===== src/inc/wit_map.vh =====
`ifndef WIT_MAP_VH
`define WIT_MAP_VH

// Register byte addresses
`define WIT_ADDR_COUNT      32'hFFC00008
`define WIT_ADDR_CTRL       32'hFFC0000C

// Write keys carried in the upper byte of a word write
`define WIT_KEY_COUNT       8'h5A
`define WIT_KEY_CTRL        8'hA5

// Access size codes
`define WIT_SIZE_BYTE       2'h0
`define WIT_SIZE_WORD       2'h1
`define WIT_SIZE_LONG       2'h2

// Control/status field positions
`define WIT_BIT_RUN         7
`define WIT_BIT_MODE        6
`define WIT_BIT_RSEL        5
`define WIT_BIT_WDOG_FLAG   4
`define WIT_BIT_INT_FLAG    3
`define WIT_SEL_HI          2
`define WIT_SEL_LO          0

// Reset values
`define WIT_RST_COUNT       8'h00
`define WIT_RST_CTRL        8'h00
`define WIT_RST_CLKOUT_EN   1'b1

// Prescaler width: largest division is 1/4096
`define WIT_PRE_W           12
`define WIT_DIV_MIN_LOG2    5

`endif


===== src/rtl/wit_counter.v =====
`timescale 1ns/1ns
`default_nettype none
`include "wit_map.vh"

module wit_counter (
    // Clock and power-on reset
    input  wire             clk,
    input  wire             por_n,
    // Control
    input  wire             tick,
    input  wire             load,
    input  wire [7:0]       load_value,
    input  wire             stop_zero,
    // State
    output reg  [7:0]       count_q,
    output wire             overflow
);

    assign overflow = tick && (count_q == 8'hFF);

    always @(posedge clk) begin
        if (!por_n) begin
            count_q <= `WIT_RST_COUNT;
        end else if (load) begin
            count_q <= load_value;
        end else if (stop_zero) begin
            count_q <= count_q;
        end else if (tick) begin
            count_q <= count_q + 8'h01;
        end
    end

endmodule
`default_nettype wire


===== src/rtl/wit_prescaler.v =====
`timescale 1ns/1ns
`default_nettype none
`include "wit_map.vh"

module wit_prescaler #(
    parameter PRE_W = `WIT_PRE_W
) (
    // Clock and reset
    input  wire             clk,
    input  wire             reset_n,
    // Control
    input  wire             run,
    input  wire [2:0]       clock_select_bits,
    // Count tick, one cycle
    output reg              tick
);

    reg [PRE_W-1:0] div_q;
    wire [PRE_W-1:0] div_d;
    wire [PRE_W-1:0] tap_sel;

    // Ones in the low (5 + select) bits, so the tick repeats every 2^(5 + select) clocks
    function [PRE_W-1:0] tap_mask;
        input [2:0] sel;
        begin
            tap_mask = {PRE_W{1'b1}} >> (PRE_W - `WIT_DIV_MIN_LOG2 - sel);
        end
    endfunction

    assign tap_sel = tap_mask(clock_select_bits);
    assign div_d = run ? div_q + {{(PRE_W-1){1'b0}}, 1'b1} : {PRE_W{1'b0}};

    // Tick fires when all bits below the selected tap wrap to zero
    always @(posedge clk) begin
        if (!reset_n) begin
            div_q <= {PRE_W{1'b0}};
            tick  <= 1'b0;
        end else begin
            div_q <= div_d;
            tick  <= run && ((div_q & tap_sel) == tap_sel);
        end
    end

endmodule
`default_nettype wire


===== src/rtl/wit_top.v =====
// Function
// Eight-bit up-counter on prescaled clock; overflow gives reset or interrupt by mode.
// Counter and control clear to zero only on pin power-on reset.
// Control keeps value through watchdog reset and after standby stabilisation overflow.
// Word write with key 5A loads lower byte into the counter.
// Word write with key A5 loads lower byte into the control register.
// Byte reads only; byte and long writes ignored; only keyed word writes update.
// Run bit zero holds the counter; one lets it count up.
// Mode bit zero is interval mode by default; one is watchdog mode.
// Reset select: zero power-on, one manual; ignored in interval mode.
// Watchdog overflow flag set only on watchdog-mode overflow.
// Interval overflow flag set only on interval-mode overflow.
// Clock select codes pick divide by 32 up to 4096; default 000.
// Software stops the counter before changing clock select or mode.
// Watchdog overflow sets flag, raises chosen reset, counter keeps counting.
// Interval overflow sets flag, requests interrupt, counter keeps counting.
// Software rewrites counter to zero in watchdog mode before overflow.
// Standby exit by interrupt starts count; overflow resumes clock, flag stays clear.
// After stabilisation overflow the counter stops at zero.
// Frequency control change starts temporary standby; counter runs until overflow.
// Software clears run bit and sets select and start count beforehand.
// Software reads counter for zero or one before reload after frequency change.
// Clock output enable chooses driving system clock or releasing output pin.
// Clock output enable resets to one; zero releases pin, internals continue.
// Wrap from FF to 00 is one overflow event.
`timescale 1ns/1ns
`default_nettype none
`include "wit_map.vh"

module wit_top #(
    parameter PRE_W = `WIT_PRE_W
) (
    // Clock and pin reset
    input  wire             clk,
    input  wire             reset_n,
    // Register access
    input  wire             reg_sel,
    input  wire             reg_wr,
    input  wire [31:0]      reg_addr,
    input  wire [1:0]       reg_size,
    input  wire [15:0]      reg_wdata,
    output reg  [7:0]       reg_rdata,
    // Standby and frequency change
    input  wire             standby_active,
    input  wire             standby_wake,
    input  wire             freq_change,
    output reg              clock_resume,
    // Resets and interrupt
    output reg              por_req,
    output reg              manual_req,
    output reg              interval_irq,
    // Clock output pin control
    input  wire             clock_output_enable,
    input  wire             sys_clk_level,
    output wire             clock_output_pin_o,
    output wire             clock_output_pin_oe
);

    localparam ST_IDLE = 3'b001;
    localparam ST_WAIT = 3'b010;
    localparam ST_STAB = 3'b100;

    reg  [7:0] ctrl_q;
    reg  [7:0] ctrl_d;
    reg  [2:0] state_q;
    reg  [2:0] state_d;
    reg        stopped_q;
    reg        stopped_d;

    wire [7:0] count;
    wire       tick;
    wire       overflow;
    wire       word_wr;
    wire       cnt_load;
    wire       ctrl_load;
    wire       stab;
    wire       run;
    wire       wd_mode;
    wire       wd_ovf;
    wire       it_ovf;
    wire       cnt_tick;
    wire       hold_zero;
    wire       ovf_normal;

    // Control fields
    wire       run_bit;
    wire       mode_select_bit;
    wire       reset_select_bit;
    wire [2:0] clock_select_bits;

    // Next values of registered outputs
    wire       resume_d;
    wire       por_d;
    wire       manual_d;
    wire       irq_d;
    wire       byte_rd;
    wire [7:0] rdata_d;

    // Keyed word write to one register
    function keyed_hit;
        input        wr_word;
        input [31:0] addr;
        input [7:0]  key_byte;
        input [31:0] reg_base;
        input [7:0]  reg_key;
        begin
            keyed_hit = wr_word && (addr == reg_base) && (key_byte == reg_key);
        end
    endfunction

    // Byte read data; unmapped addresses read as zero
    function [7:0] read_mux;
        input [31:0] addr;
        input [7:0]  count_val;
        input [7:0]  ctrl_val;
        begin
            case (addr)
                `WIT_ADDR_COUNT: read_mux = count_val;
                `WIT_ADDR_CTRL:  read_mux = ctrl_val;
                default:         read_mux = 8'h00;
            endcase
        end
    endfunction

    // Only keyed word writes reach the registers
    assign word_wr   = reg_sel && reg_wr && (reg_size == `WIT_SIZE_WORD);
    assign cnt_load  = keyed_hit(word_wr, reg_addr, reg_wdata[15:8], `WIT_ADDR_COUNT, `WIT_KEY_COUNT);
    assign ctrl_load = keyed_hit(word_wr, reg_addr, reg_wdata[15:8], `WIT_ADDR_CTRL, `WIT_KEY_CTRL);

    assign run_bit           = ctrl_q[`WIT_BIT_RUN];
    assign mode_select_bit   = ctrl_q[`WIT_BIT_MODE];
    assign reset_select_bit  = ctrl_q[`WIT_BIT_RSEL];
    assign clock_select_bits = ctrl_q[`WIT_SEL_HI:`WIT_SEL_LO];

    assign stab       = (state_q == ST_STAB);
    assign wd_mode    = mode_select_bit;
    // Normal counting gated by run bit, stabilisation counts regardless
    assign run        = (run_bit && !standby_active && state_q == ST_IDLE) || stab;
    assign cnt_tick   = tick && run;
    assign hold_zero  = stopped_q && !run;
    // Stabilisation overflow only resumes clocks: no flag, no reset, no interrupt
    assign ovf_normal = overflow && !stab;
    assign wd_ovf     = ovf_normal && wd_mode;
    assign it_ovf     = ovf_normal && !wd_mode;

    // Event pulses follow the overflow that causes them by one cycle
    assign resume_d = stab && overflow;
    assign por_d    = wd_ovf && !reset_select_bit;
    assign manual_d = wd_ovf && reset_select_bit;
    assign irq_d    = it_ovf;
    assign byte_rd  = reg_sel && !reg_wr && (reg_size == `WIT_SIZE_BYTE);
    assign rdata_d  = read_mux(reg_addr, count, ctrl_q);

    wit_prescaler #(
        .PRE_W             (PRE_W)
    ) u_pre (
        .clk               (clk),
        .reset_n           (reset_n),
        .run               (run),
        .clock_select_bits (clock_select_bits),
        .tick              (tick)
    );

    wit_counter u_cnt (
        .clk               (clk),
        .por_n             (reset_n),
        .tick              (cnt_tick),
        .load              (cnt_load),
        .load_value        (reg_wdata[7:0]),
        .stop_zero         (hold_zero),
        .count_q           (count),
        .overflow          (overflow)
    );

    // Standby and frequency-change stabilisation sequencing
    always @* begin
        state_d   = state_q;
        stopped_d = stopped_q;
        // Any count clears the stop; the stabilisation overflow below sets it again
        if (cnt_tick) begin
            stopped_d = 1'b0;
        end
        case (state_q)
            ST_IDLE: begin
                if (freq_change) begin
                    state_d = ST_STAB;
                end else if (standby_active) begin
                    state_d = ST_WAIT;
                end
            end
            ST_WAIT: begin
                if (standby_wake) begin
                    state_d = ST_STAB;
                end else if (!standby_active) begin
                    state_d = ST_IDLE;
                end
            end
            ST_STAB: begin
                if (overflow) begin
                    state_d   = ST_IDLE;
                    stopped_d = 1'b1;
                end
            end
            default: begin
                state_d = ST_IDLE;
            end
        endcase
    end

    // Control register: flags set by hardware win over a software write
    always @* begin
        ctrl_d = ctrl_q;
        if (ctrl_load) begin
            ctrl_d = reg_wdata[7:0];
        end
        if (wd_ovf) begin
            ctrl_d[`WIT_BIT_WDOG_FLAG] = 1'b1;
        end
        if (it_ovf) begin
            ctrl_d[`WIT_BIT_INT_FLAG] = 1'b1;
        end
    end

    // Registers clear only on the pin reset; internal resets leave them alone
    always @(posedge clk) begin
        if (!reset_n) begin
            ctrl_q    <= `WIT_RST_CTRL;
            state_q   <= ST_IDLE;
            stopped_q <= 1'b0;
        end else begin
            ctrl_q    <= ctrl_d;
            state_q   <= state_d;
            stopped_q <= stopped_d;
        end
    end

    // Event outputs to reset logic, interrupt controller and clock generator
    always @(posedge clk) begin
        if (!reset_n) begin
            clock_resume <= 1'b0;
            por_req      <= 1'b0;
            manual_req   <= 1'b0;
            interval_irq <= 1'b0;
        end else begin
            clock_resume <= resume_d;
            por_req      <= por_d;
            manual_req   <= manual_d;
            interval_irq <= irq_d;
        end
    end

    // Read data holds until the next byte read
    always @(posedge clk) begin
        if (!reset_n) begin
            reg_rdata <= 8'h00;
        end else if (byte_rd) begin
            reg_rdata <= rdata_d;
        end
    end

    // Pin released (pulled up externally) when output disabled
    assign clock_output_pin_o  = sys_clk_level;
    assign clock_output_pin_oe = clock_output_enable;

endmodule
`default_nettype wire

===== config.mk =====
export PLATFORM = sky130hd
export DESIGN_NAME = wit_top
export DESIGN_NICKNAME = d
export VERILOG_FILES = /design/src/rtl/wit_counter.v /design/src/rtl/wit_prescaler.v /design/src/rtl/wit_top.v
export VERILOG_INCLUDE_DIRS = /design/src /design/src/inc
export SDC_FILE = /design/constraint.sdc
export NUM_CORES = 1
export LEC_CHECK = 0
export BUFFER_PORTS_ARGS = -buffer_cell sky130_fd_sc_hd__buf_2
export CORE_ASPECT_RATIO = 1.5
export CORE_MARGIN = 10
export CORE_UTILIZATION = 52
export CTS_BUF_LIST = sky130_fd_sc_hd__clkbuf_2 sky130_fd_sc_hd__clkbuf_4 sky130_fd_sc_hd__clkbuf_8
export DETAILED_ROUTE_END_ITERATION = 12
export GPL_TIMING_DRIVEN = 1
export PLACE_DENSITY_LB_ADDON = 0.25
export RECOVER_POWER = 100
export SLEW_MARGIN = 5
export SYNTH_ARGS = -nofsm -noshare
export SYNTH_HDL_FRONTEND = slang
export SYNTH_SLANG_ARGS = --single-unit

===== constraint.sdc =====
create_clock -name clk -period 3.35 [get_ports clk]
set_input_delay 0.335 -clock clk [delete_from_list [all_inputs] [get_ports clk]]
set_output_delay 0.335 -clock clk [all_outputs]
set_load 0.05 [all_outputs]

==> flow_summary.ini, run 1 <==
[cts]
cts.sinks = 44
clkTransAtPathRegs_ns = 0.09
cts.repair.resized = 0
ctsHtreeMaxLevel = 2
cts_buffers = 5
clockRootBuffer = clkbuf_8
cts_buffer_depth = 2
ctsHoldBuffers = 0
cts_tree = built
post_cts_buffers = 0
clkLatencyLatePin_ns = 0.29

[cells_and_area]
syn2layout_area_growth_pct = 19.7
drive_gt1_share_pct = 25.4
nNetsFinal = 367
antenna_cells = 0
fin_cells = 352

[die]
core_sq_um = 3960
start_util_pct = 54.3
dieArea_sq_um = 7160
die_x_um = 72.5
io_pins = 73
placementRows = 28
die_h_um = 98.7

[worst_setup_path]
ff2ff_path_depth = 5
start_kind = primary input
cp_max_fo = 8
path_cells = buf_2 > or4b_1 > or4_1 > nor4_1 > clkbuf_1 > mux2i_1 > o21ai_2
cp.required_ns = 3.51
cp-end-kind = flip-flop
crit_slowest_cell = or4_1
r2r-end = u_cnt.count_q[4]$_SDFFE_PN0P_
r2r-start = state_q[0]$_SDFFE_PN1P_
critPathKind = primary input to flip-flop
reg2reg_slack_ns = 1.10
worstPathArrival_ns = 2.78
max_stage_delay_ns = 0.58

[logic_synthesis]
synth_edf_count = 0
ys_seq_elements = 44
syn_nets = 300
yosysMostFrequentCell = dfxtp_1
synth_seq_area_share_pct = 41.0
yosysTopAreaCellShare_pct = 41.0
yosysWarningCount = 0
synth.distinct_cells = 50
syn_inst = 239
synth_commonest_cells = 44 x dfxtp_1, 38 x nor2_1, 11 x nand2_1
synth_area_leaders = dfxtp_1 41%, nor2_1 6.6%, xor2_1 4.1%
yosysTopAreaCell = dfxtp_1
syn_area_per_cell_sq_um = 8.99
synthArstFlopShare_pct = 0
ys.flop_type = dfxtp_1
synth.cell_area_sq_um = 2150

[placed_design]
dp_hpwl_um = 4430
dp.cells = 344
io_buffers = 68
gp_congestion = 0.816

[timing]
fin_skew_ns = 0.0101
setup_viol = 0
fin_setup_tns_ns = 0
slew_headroom_pct = 36.4
rsz0062_at_grt = false
hold_viol_final = 0
finalCriticalPeriod_ns = 2.61
final.period_utilization_pct = 77.9
worstMarginPinSlew_ns = 0.950
fmax_mhz = 383
drv_slew = 0

[detailed_routing]
avgRoutedWirePerCell_um = 15.9
drc_errors = 0
first_pass_iters = 4
vias_per_cell = 5.68
drt_first_iter_violations = 132
num_vias = 2001
final_antenna_net_count = 0
routed_wl_um = 5610

[worst_hold_path]
holdPathStages = 3
hp-start = reg_wdata[1]
hold_path.class = primary input to flip-flop
hold_path_end = ctrl_q[1]$_SDFFE_PN0P_

[run]
cap_violations = 0

[global_routing]
grt_remaining_overflow = 0
grt_max_degree = 22
grt_pass1_wl_um = 9280
first_global_vias = 2128
grt_usage_pct = 15.6
antenna_found_initial = 0

[power_and_ir_drop]
power.leakage_nw = 0.944
powerDensity_nw_per_um2 = 394
peakVddDrop_v = 0.000522

[run_status]
status = finished, final reports clean
==> cells by family (layout without fill, tap and decap cells) <==
logic type      after synthesis  in the layout  synth area share (%)
flops                        44             44                  41.0
fa+ha+maj                     2              2                  1.16
buf+inv                      18             86                  3.90
mux                          15             15                  7.40
compound gates               44             44                  14.4
simple gates                101            101                  26.0
xor+xnor                     15             15                  6.12
==> report_power, final <==
part           leakage (nW)  internal (mW)  switching, mW  total, mW
registers             0.355          0.527        0.00673      0.533
clock network        0.0586          0.230          0.178      0.408
logic                 0.530         0.0382         0.0342     0.0724
total                 0.944          0.795          0.219       1.01
==> worst max path at each step <==
stage | from | endpoint | slack [ns] | cells after the start
4_1_cts | reg_addr[18] | u_cnt.count_q[6]$_SDFFE_PN0P_ | 0.82 | 6
3_5_place_dp | reg_addr[18] | u_cnt.count_q[6]$_SDFFE_PN0P_ | 0.51 | 6
2_1_floorplan | reg_addr[18] | u_cnt.count_q[1]$_SDFFE_PN0P_ | 0.87 | 7
5_1_grt | reg_addr[18] | ctrl_q[4]$_SDFFE_PN0P_ | 0.64 | 7
6_report | reg_addr[18] | ctrl_q[4]$_SDFFE_PN0P_ | 0.74 | 7
3_3_place_gp | reg_addr[18] | u_cnt.count_q[5]$_SDFFE_PN0P_ | 0.57 | 6
==> state kept, by name (all words and copies together), names as in the netlist <==
| register | flops |
|---|---|
| manual_req | 1 |
| u_cnt.count_q | 8 |
| u_pre.div_q | 12 |
| ctrl_q | 8 |
| clock_resume | 1 |
| u_pre.tick | 1 |
| por_req | 1 |
| interval_irq | 1 |
| state_q | 3 |
| reg_rdata | 8 |
==> routing by layer <==
metal / global-route usage, % / wire length (um) / vias up
met1: 15.2 / 2090 / 943
met4: 5.72 / 104 / 0
met5: 0 / 0 / -
met3: 4.12 / 239 / 11
li1: - / - / 1000
met2: 29.6 / 3180 / 47
==> critical path: cells and delay by family <==
kind / cells / cell delay (ns)
multiplexers: 1 / 0.32
AO/OA/AOI/OAI: 1 / 0.06
buffers and inverters: 2 / 0.67
AND/OR/NAND/NOR: 3 / 1.39
==> cells in the final DEF, fill, tap and decap left out, types with 2 or more instances in the layout <==
cell       Yosys  final
o21ai_1        5      3
inv_1          8      8
nand3_1       10     10
nor2b_1        3      3
nand2b_1       2      2
dfxtp_1       44     44
a211oi_2       4      3
clkbuf_8       0      5
nand4b_1       4      4
o21a_1         2      2
nor4_1         6      7
or4_1          1      2
mux2i_1        8      8
a21oi_1        6      6
and4_1         2      2
or3_1          2      2
xor2_1        10     10
clkbuf_1       6     14
o211ai_1       3      3
xnor2_1        5      5
nor4bb_1       2      2
nor3_1         4      4
o2111ai_1      2      2
nor2_1        38     38
ha_1           2      2
a22oi_1        8      8
nand2_1       11     11
nand4_1        5      5
o21ai_0        7      9
mux2_2         7      7
buf_2          1     56
==> layout make-up <==
class | instances | area, sq um
fill | 362 | 1390
multi-input combinational | 177 | 1160
sequential | 44 | 881
timing repair buffer | 70 | 333
clock buffer | 6 | 76.3
tap | 45 | 56.3
clock inverter | 2 | 35.0
inverter | 8 | 30.0
==> stage by stage <==
stage          hold WS [ns]  power (mW)  util, %  area (sq um)  worst slack [ns]
2_1_floorplan         0.417       0.582        -          2150             0.866
3_3_place_gp          0.441       0.617     63.3          2510             0.570
3_5_place_dp          0.448       0.618     63.3          2510             0.506
4_1_cts               0.299        1.02     66.1          2620             0.821
5_1_grt               0.305        1.04     64.9          2570             0.643
6_report              0.300        1.01     64.9          2570             0.739
Power figures use the tool's default switching activity.
==> run 2: changes to the inputs <==
- clock period: 3.35 -> 2.5 ns (I/O delays scaled with it)
==> flow_summary.ini, run 2 (same netlist as run 1, synthesis figures left out) <==
[run_status]
status = finished, final reports clean

[die]
die_x_um = 72.5
dieArea_sq_um = 7160
placementRows = 28
start_util_pct = 54.3
io_pins = 73
die_h_um = 98.7
core_sq_um = 3960

[cells_and_area]
syn2layout_area_growth_pct = 21.5
antenna_cells = 0
final_cell_mix = 56 x buf_2, 44 x dfxtp_1, 38 x nor2_1
layout_commonest_cell = buf_2
largest_reg_flops = 12
fillers = 369
nNetsFinal = 371
fin_cells = 356
largest-register = u_pre.div_q
drive_gt1_share_pct = 26.0

[power_and_ir_drop]
power.switching_uw = 295
p_sw_share_pct = 21.7
seq_power_share_pct = 52.5
p_comb_share_pct = 7.1
powerDensity_nw_per_um2 = 521
pwr-share-clk_pct = 40.4
peakVddDrop_v = 0.000465
power.leakage_nw = 0.959
internal_power_mw = 1.06

[timing]
finalCriticalPeriod_ns = 2.27
drv_slew = 0
rsz0062_at_grt = false
hold_viol_final = 0
worstMarginPinSlew_ns = 0.755
fmax_mhz = 441
fin_setup_tns_ns = 0
setup_viol = 0
final.period_utilization_pct = 90.8
slew_headroom_pct = 49.6
fin_skew_ns = 0.00831

[cts]
cts.sinks = 44
clockRootBuffer = clkbuf_8
cts.repair.resized = 0
clkTransAtPathRegs_ns = 0.08
clkLatencyLatePin_ns = 0.30
ctsHtreeMaxLevel = 2
cts_buffers = 5
cts_tree = built
ctsHoldBuffers = 0
cts_buffer_depth = 2
post_cts_buffers = 0

[detailed_routing]
num_vias = 2007
drt_first_iter_violations = 137
avgRoutedWirePerCell_um = 15.7
drc_errors = 0
first_pass_iters = 4
routed_wl_um = 5590
vias_per_cell = 5.64
final_antenna_net_count = 0

[worst_setup_path]
crit_slowest_cell = or4_1
cp-end-kind = flip-flop
start_kind = primary input
worstPathArrival_ns = 2.44
reg2reg_slack_ns = 0.56
critPathKind = primary input to flip-flop
path_cells = buf_2 > or4b_1 > or4_1 > nor4_1 > buf_12 > mux2i_1 > o21ai_2
cp_max_fo = 8
cp.required_ns = 2.67
max_stage_delay_ns = 0.57

[global_routing]
grt_pass1_wl_um = 9330
grt_usage_pct = 15.9
antenna_found_initial = 0
grt_max_degree = 22
grt_remaining_overflow = 0
first_global_vias = 2101

[placed_design]
io_buffers = 68
dp.cells = 348
gp_congestion = 0.801
dp_hpwl_um = 4460

[run]
cap_violations = 0

[worst_hold_path]
hold_path.class = primary input to flip-flop
run 2: changes by cell type in the layout (fill, tap and decap cells not counted), sizes merged:
cell,change
clkbuf,+2
buf,+2
run 2: final timing paths:
kind,start,endpoint,depth (start not counted)
setup / recovery,reg_addr[18],ctrl_q[4]$_SDFFE_PN0P_,7
hold / removal,reg_wdata[7],ctrl_q[7]$_SDFFE_PN0P_,3
setup reg to reg,state_q[0]$_SDFFE_PN1P_,u_cnt.count_q[4]$_SDFFE_PN0P_,6
hold reg to reg,u_pre.div_q[0]$_SDFF_PN0_,u_pre.div_q[0]$_SDFF_PN0_,1
run 2: critical path, delay by kind of cell:
kind                   cells  cell delay (ns)
AO/OA/AOI/OAI              1             0.07
buffers and inverters      2             0.30
multiplexers               1             0.23
AND/OR/NAND/NOR            3             1.58
run 2: layout make-up:
cell class	count	area [sq um]	area share, %
Multi-Input combinational cell	177	1160	44.6
Clock inverter	2	35.0	1.34
Inverter	8	30.0	1.15
Sequential cell	44	881	33.7
Clock buffer	6	76.3	2.92
Tap cell	45	56.3	2.16
Timing Repair Buffer	74	368	14.1
run 2: metrics by stage:
step | worst slack (ns) | utilization, % | cell area [sq um] | total power, mW | hold WS (ns)
global route | 0.127 | 66.0 | 2610 | 1.41 | 0.232
finish | 0.231 | 66.0 | 2610 | 1.36 | 0.201
CTS | 0.308 | 67.2 | 2660 | 1.37 | 0.203
floorplan | 0.101 | - | 2150 | 0.780 | 0.397
detailed placement | -0.0247 | 64.4 | 2550 | 0.828 | 0.451
global placement | 0.0127 | 64.4 | 2550 | 0.827 | 0.441
run 2: metal layers:
metal / vias to the layer above / share of wire [%] / global-route usage (%) / routed length (um)
li1: 1014 / - / - / -
met1: 951 / 37 / 15.4 / 2060
met2: 33 / 57 / 30.0 / 3170
met3: 9 / 4.2 / 4.52 / 237
met4: 0 / 2.2 / 6.45 / 125
met5: - / 0 / 0 / 0
run 2: power groups by stage:
stage	clock, mW	combinational (mW)	sequential [mW]
floorplan	0	0.0513	0.729
global placement	0	0.0964	0.731
detailed placement	0	0.0979	0.731
CTS	0.559	0.0981	0.714
global route	0.584	0.108	0.716
finish	0.549	0.0965	0.714
==> run 3: changes to the inputs <==
- CORE_UTILIZATION: 52 -> 48
==> flow_summary.ini, run 3 (same netlist as run 1, synthesis figures left out) <==
[run_status]
status = finished, final reports clean

[placed_design]
dp_hpwl_um = 4440
gp_congestion = 0.818
dpl_cell_area_sq_um = 2550
io_buffers = 68

[worst_setup_path]
start_kind = primary input
cp.required_ns = 2.67
crit_family = simple AND/OR/NAND/NOR gates
cp_max_fo = 3
r2r-end = u_cnt.count_q[4]$_SDFFE_PN0P_
crit_start = reg_addr[18]
r2r-start = state_q[0]$_SDFFE_PN1P_
critPathKind = primary input to flip-flop
reg2reg_slack_ns = 0.47
cp-end-kind = flip-flop
path_buf_inv = 3
ff2ff_path_depth = 6
endpoint = ctrl_q[4]$_SDFFE_PN0P_
crit_top_cell = clkbuf_1
crit_slowest_cell = or4_1
path_cells = buf_2 > or4b_1 > or4_1 > clkbuf_1 > nor4_4 > clkbuf_1 > mux2i_1 > o21ai_2
worstPathArrival_ns = 2.42
max_stage_delay_ns = 0.54
crit_cells = 8

[power_and_ir_drop]
pwr-share-clk_pct = 36.7
peakVddDrop_v = 0.000334
seq_power_share_pct = 55.6
p_sw_share_pct = 22.7
powerDensity_nw_per_um2 = 493
p_comb_share_pct = 7.6
internal_power_uw = 993
power.switching_uw = 292
power.leakage_nw = 0.963

[global_routing]
busiest_layer = met2
grt_max_degree = 22
grt_use_met2_pct = 27.2
grt_use_met1_pct = 15.3
first_global_vias = 2080
met3_usage_pct = 3.49
grt_remaining_overflow = 0
antenna_found_initial = 0
grt_usage_pct = 15.0
grt_pass1_wl_um = 9110

[cells_and_area]
final-seq-area_sq_um = 881
final_cell_mix = 56 x buf_2, 44 x dfxtp_1, 38 x nor2_1
layout_commonest_cell = buf_2
nNetsFinal = 373
fillers = 433
fin_area_sq_um = 2600
largest_reg_flops = 12
largest-register = u_pre.div_q
antenna_cells = 0
multi_input_comb_area_sq_um = 1170
syn2layout_area_growth_pct = 21.2
drive_gt1_share_pct = 25.9

[run]
cap_violations = 0

[timing]
hold_viol_final = 0
final.period_utilization_pct = 90.0
worstMarginPinSlew_ns = 0.741
setup_viol = 0
drv_slew = 0
finalCriticalPeriod_ns = 2.25
slew_headroom_pct = 50.5
fmax_mhz = 444
fin_setup_tns_ns = 0
rsz0062_at_grt = false
fin_skew_ns = 0.00736

[detailed_routing]
avgRoutedWirePerCell_um = 15.5
num_vias = 1967
drc_errors = 0
final_antenna_net_count = 0
drt_first_iter_violations = 97
routed_wl_um = 5570
vias_per_cell = 5.48
first_pass_iters = 4

[cts]
ctsHoldBuffers = 0
post_cts_buffers = 0
cts_tree = built
ctsHtreeMaxLevel = 2
clockRootBuffer = clkbuf_8
cts_buffers = 5
cts.repair.resized = 0
clkTransAtPathRegs_ns = 0.08
cts.sinks = 44
clkLatencyLatePin_ns = 0.30
cts_buffer_depth = 2

[die]
core_sq_um = 4280
start_util_pct = 50.2
dieArea_sq_um = 7610
die_h_um = 102
die_x_um = 74.6
io_pins = 73
placementRows = 29

[worst_hold_path]
hold_path.class = primary input to flip-flop
==> run 3: final cells by class <==
cell class              count  share of cell area (%)
multi-input cells         177                    45.1
clock inverters             1                   0.288
well taps                  46                    2.21
inverters                   8                    1.15
repair buffers             76                    13.9
flip-flops and latches     44                    33.8
clock buffers               7                    3.46
==> run 3: worst register-to-register path: cells and delay by family (launching register included) <==
family / cells / cell delay (ns)
compound gates: 2 / 0.42
xor+xnor: 1 / 0.15
buf+inv: 1 / 0.23
flops: 1 / 0.42
simple gates: 2 / 0.71
==> run 3: power by group through the flow <==
stage	sequential, mW	clock (mW)	combinational [mW]
6_report	0.715	0.472	0.0980
3_5_place_dp	0.732	0	0.0984
3_3_place_gp	0.731	0	0.0970
4_1_cts	0.715	0.488	0.0988
5_1_grt	0.716	0.516	0.109
2_1_floorplan	0.729	0	0.0513
==> run 3: metrics by stage <==
step                worst slack, ns  hold slack, ns  power, mW  instances  utilization [%]
finish                        0.250           0.218       1.28        359             60.8
floorplan                     0.101           0.397      0.780        239                -
global route                  0.159           0.222       1.34        359             60.8
CTS                           0.315           0.211       1.30        359             61.9
global placement             0.0467           0.447      0.828        351             59.6
detailed placement           0.0128           0.457      0.830        351             59.6
==> run 3: worst min-delay path by stage <==
stage,startpoint,end,slack [ns],cells after the start
floorplan,reg_wdata[0],ctrl_q[0]$_SDFFE_PN0P_,0.40,2
global placement,ctrl_q[5]$_SDFFE_PN0P_,por_req$_SDFF_PN0_,0.45,1
detailed placement,u_pre.div_q[0]$_SDFF_PN0_,u_pre.div_q[0]$_SDFF_PN0_,0.46,1
CTS,reg_wdata[7],ctrl_q[7]$_SDFFE_PN0P_,0.21,3
global route,reg_wdata[1],ctrl_q[1]$_SDFFE_PN0P_,0.22,3
finish,reg_wdata[7],ctrl_q[7]$_SDFFE_PN0P_,0.22,3
==> run 3: layer usage <==
layer	share of wire [%]	vias up
met5	0	-
met4	3.7	0
met3	3.3	20
met2	55	36
met1	38	905
li1	-	1006
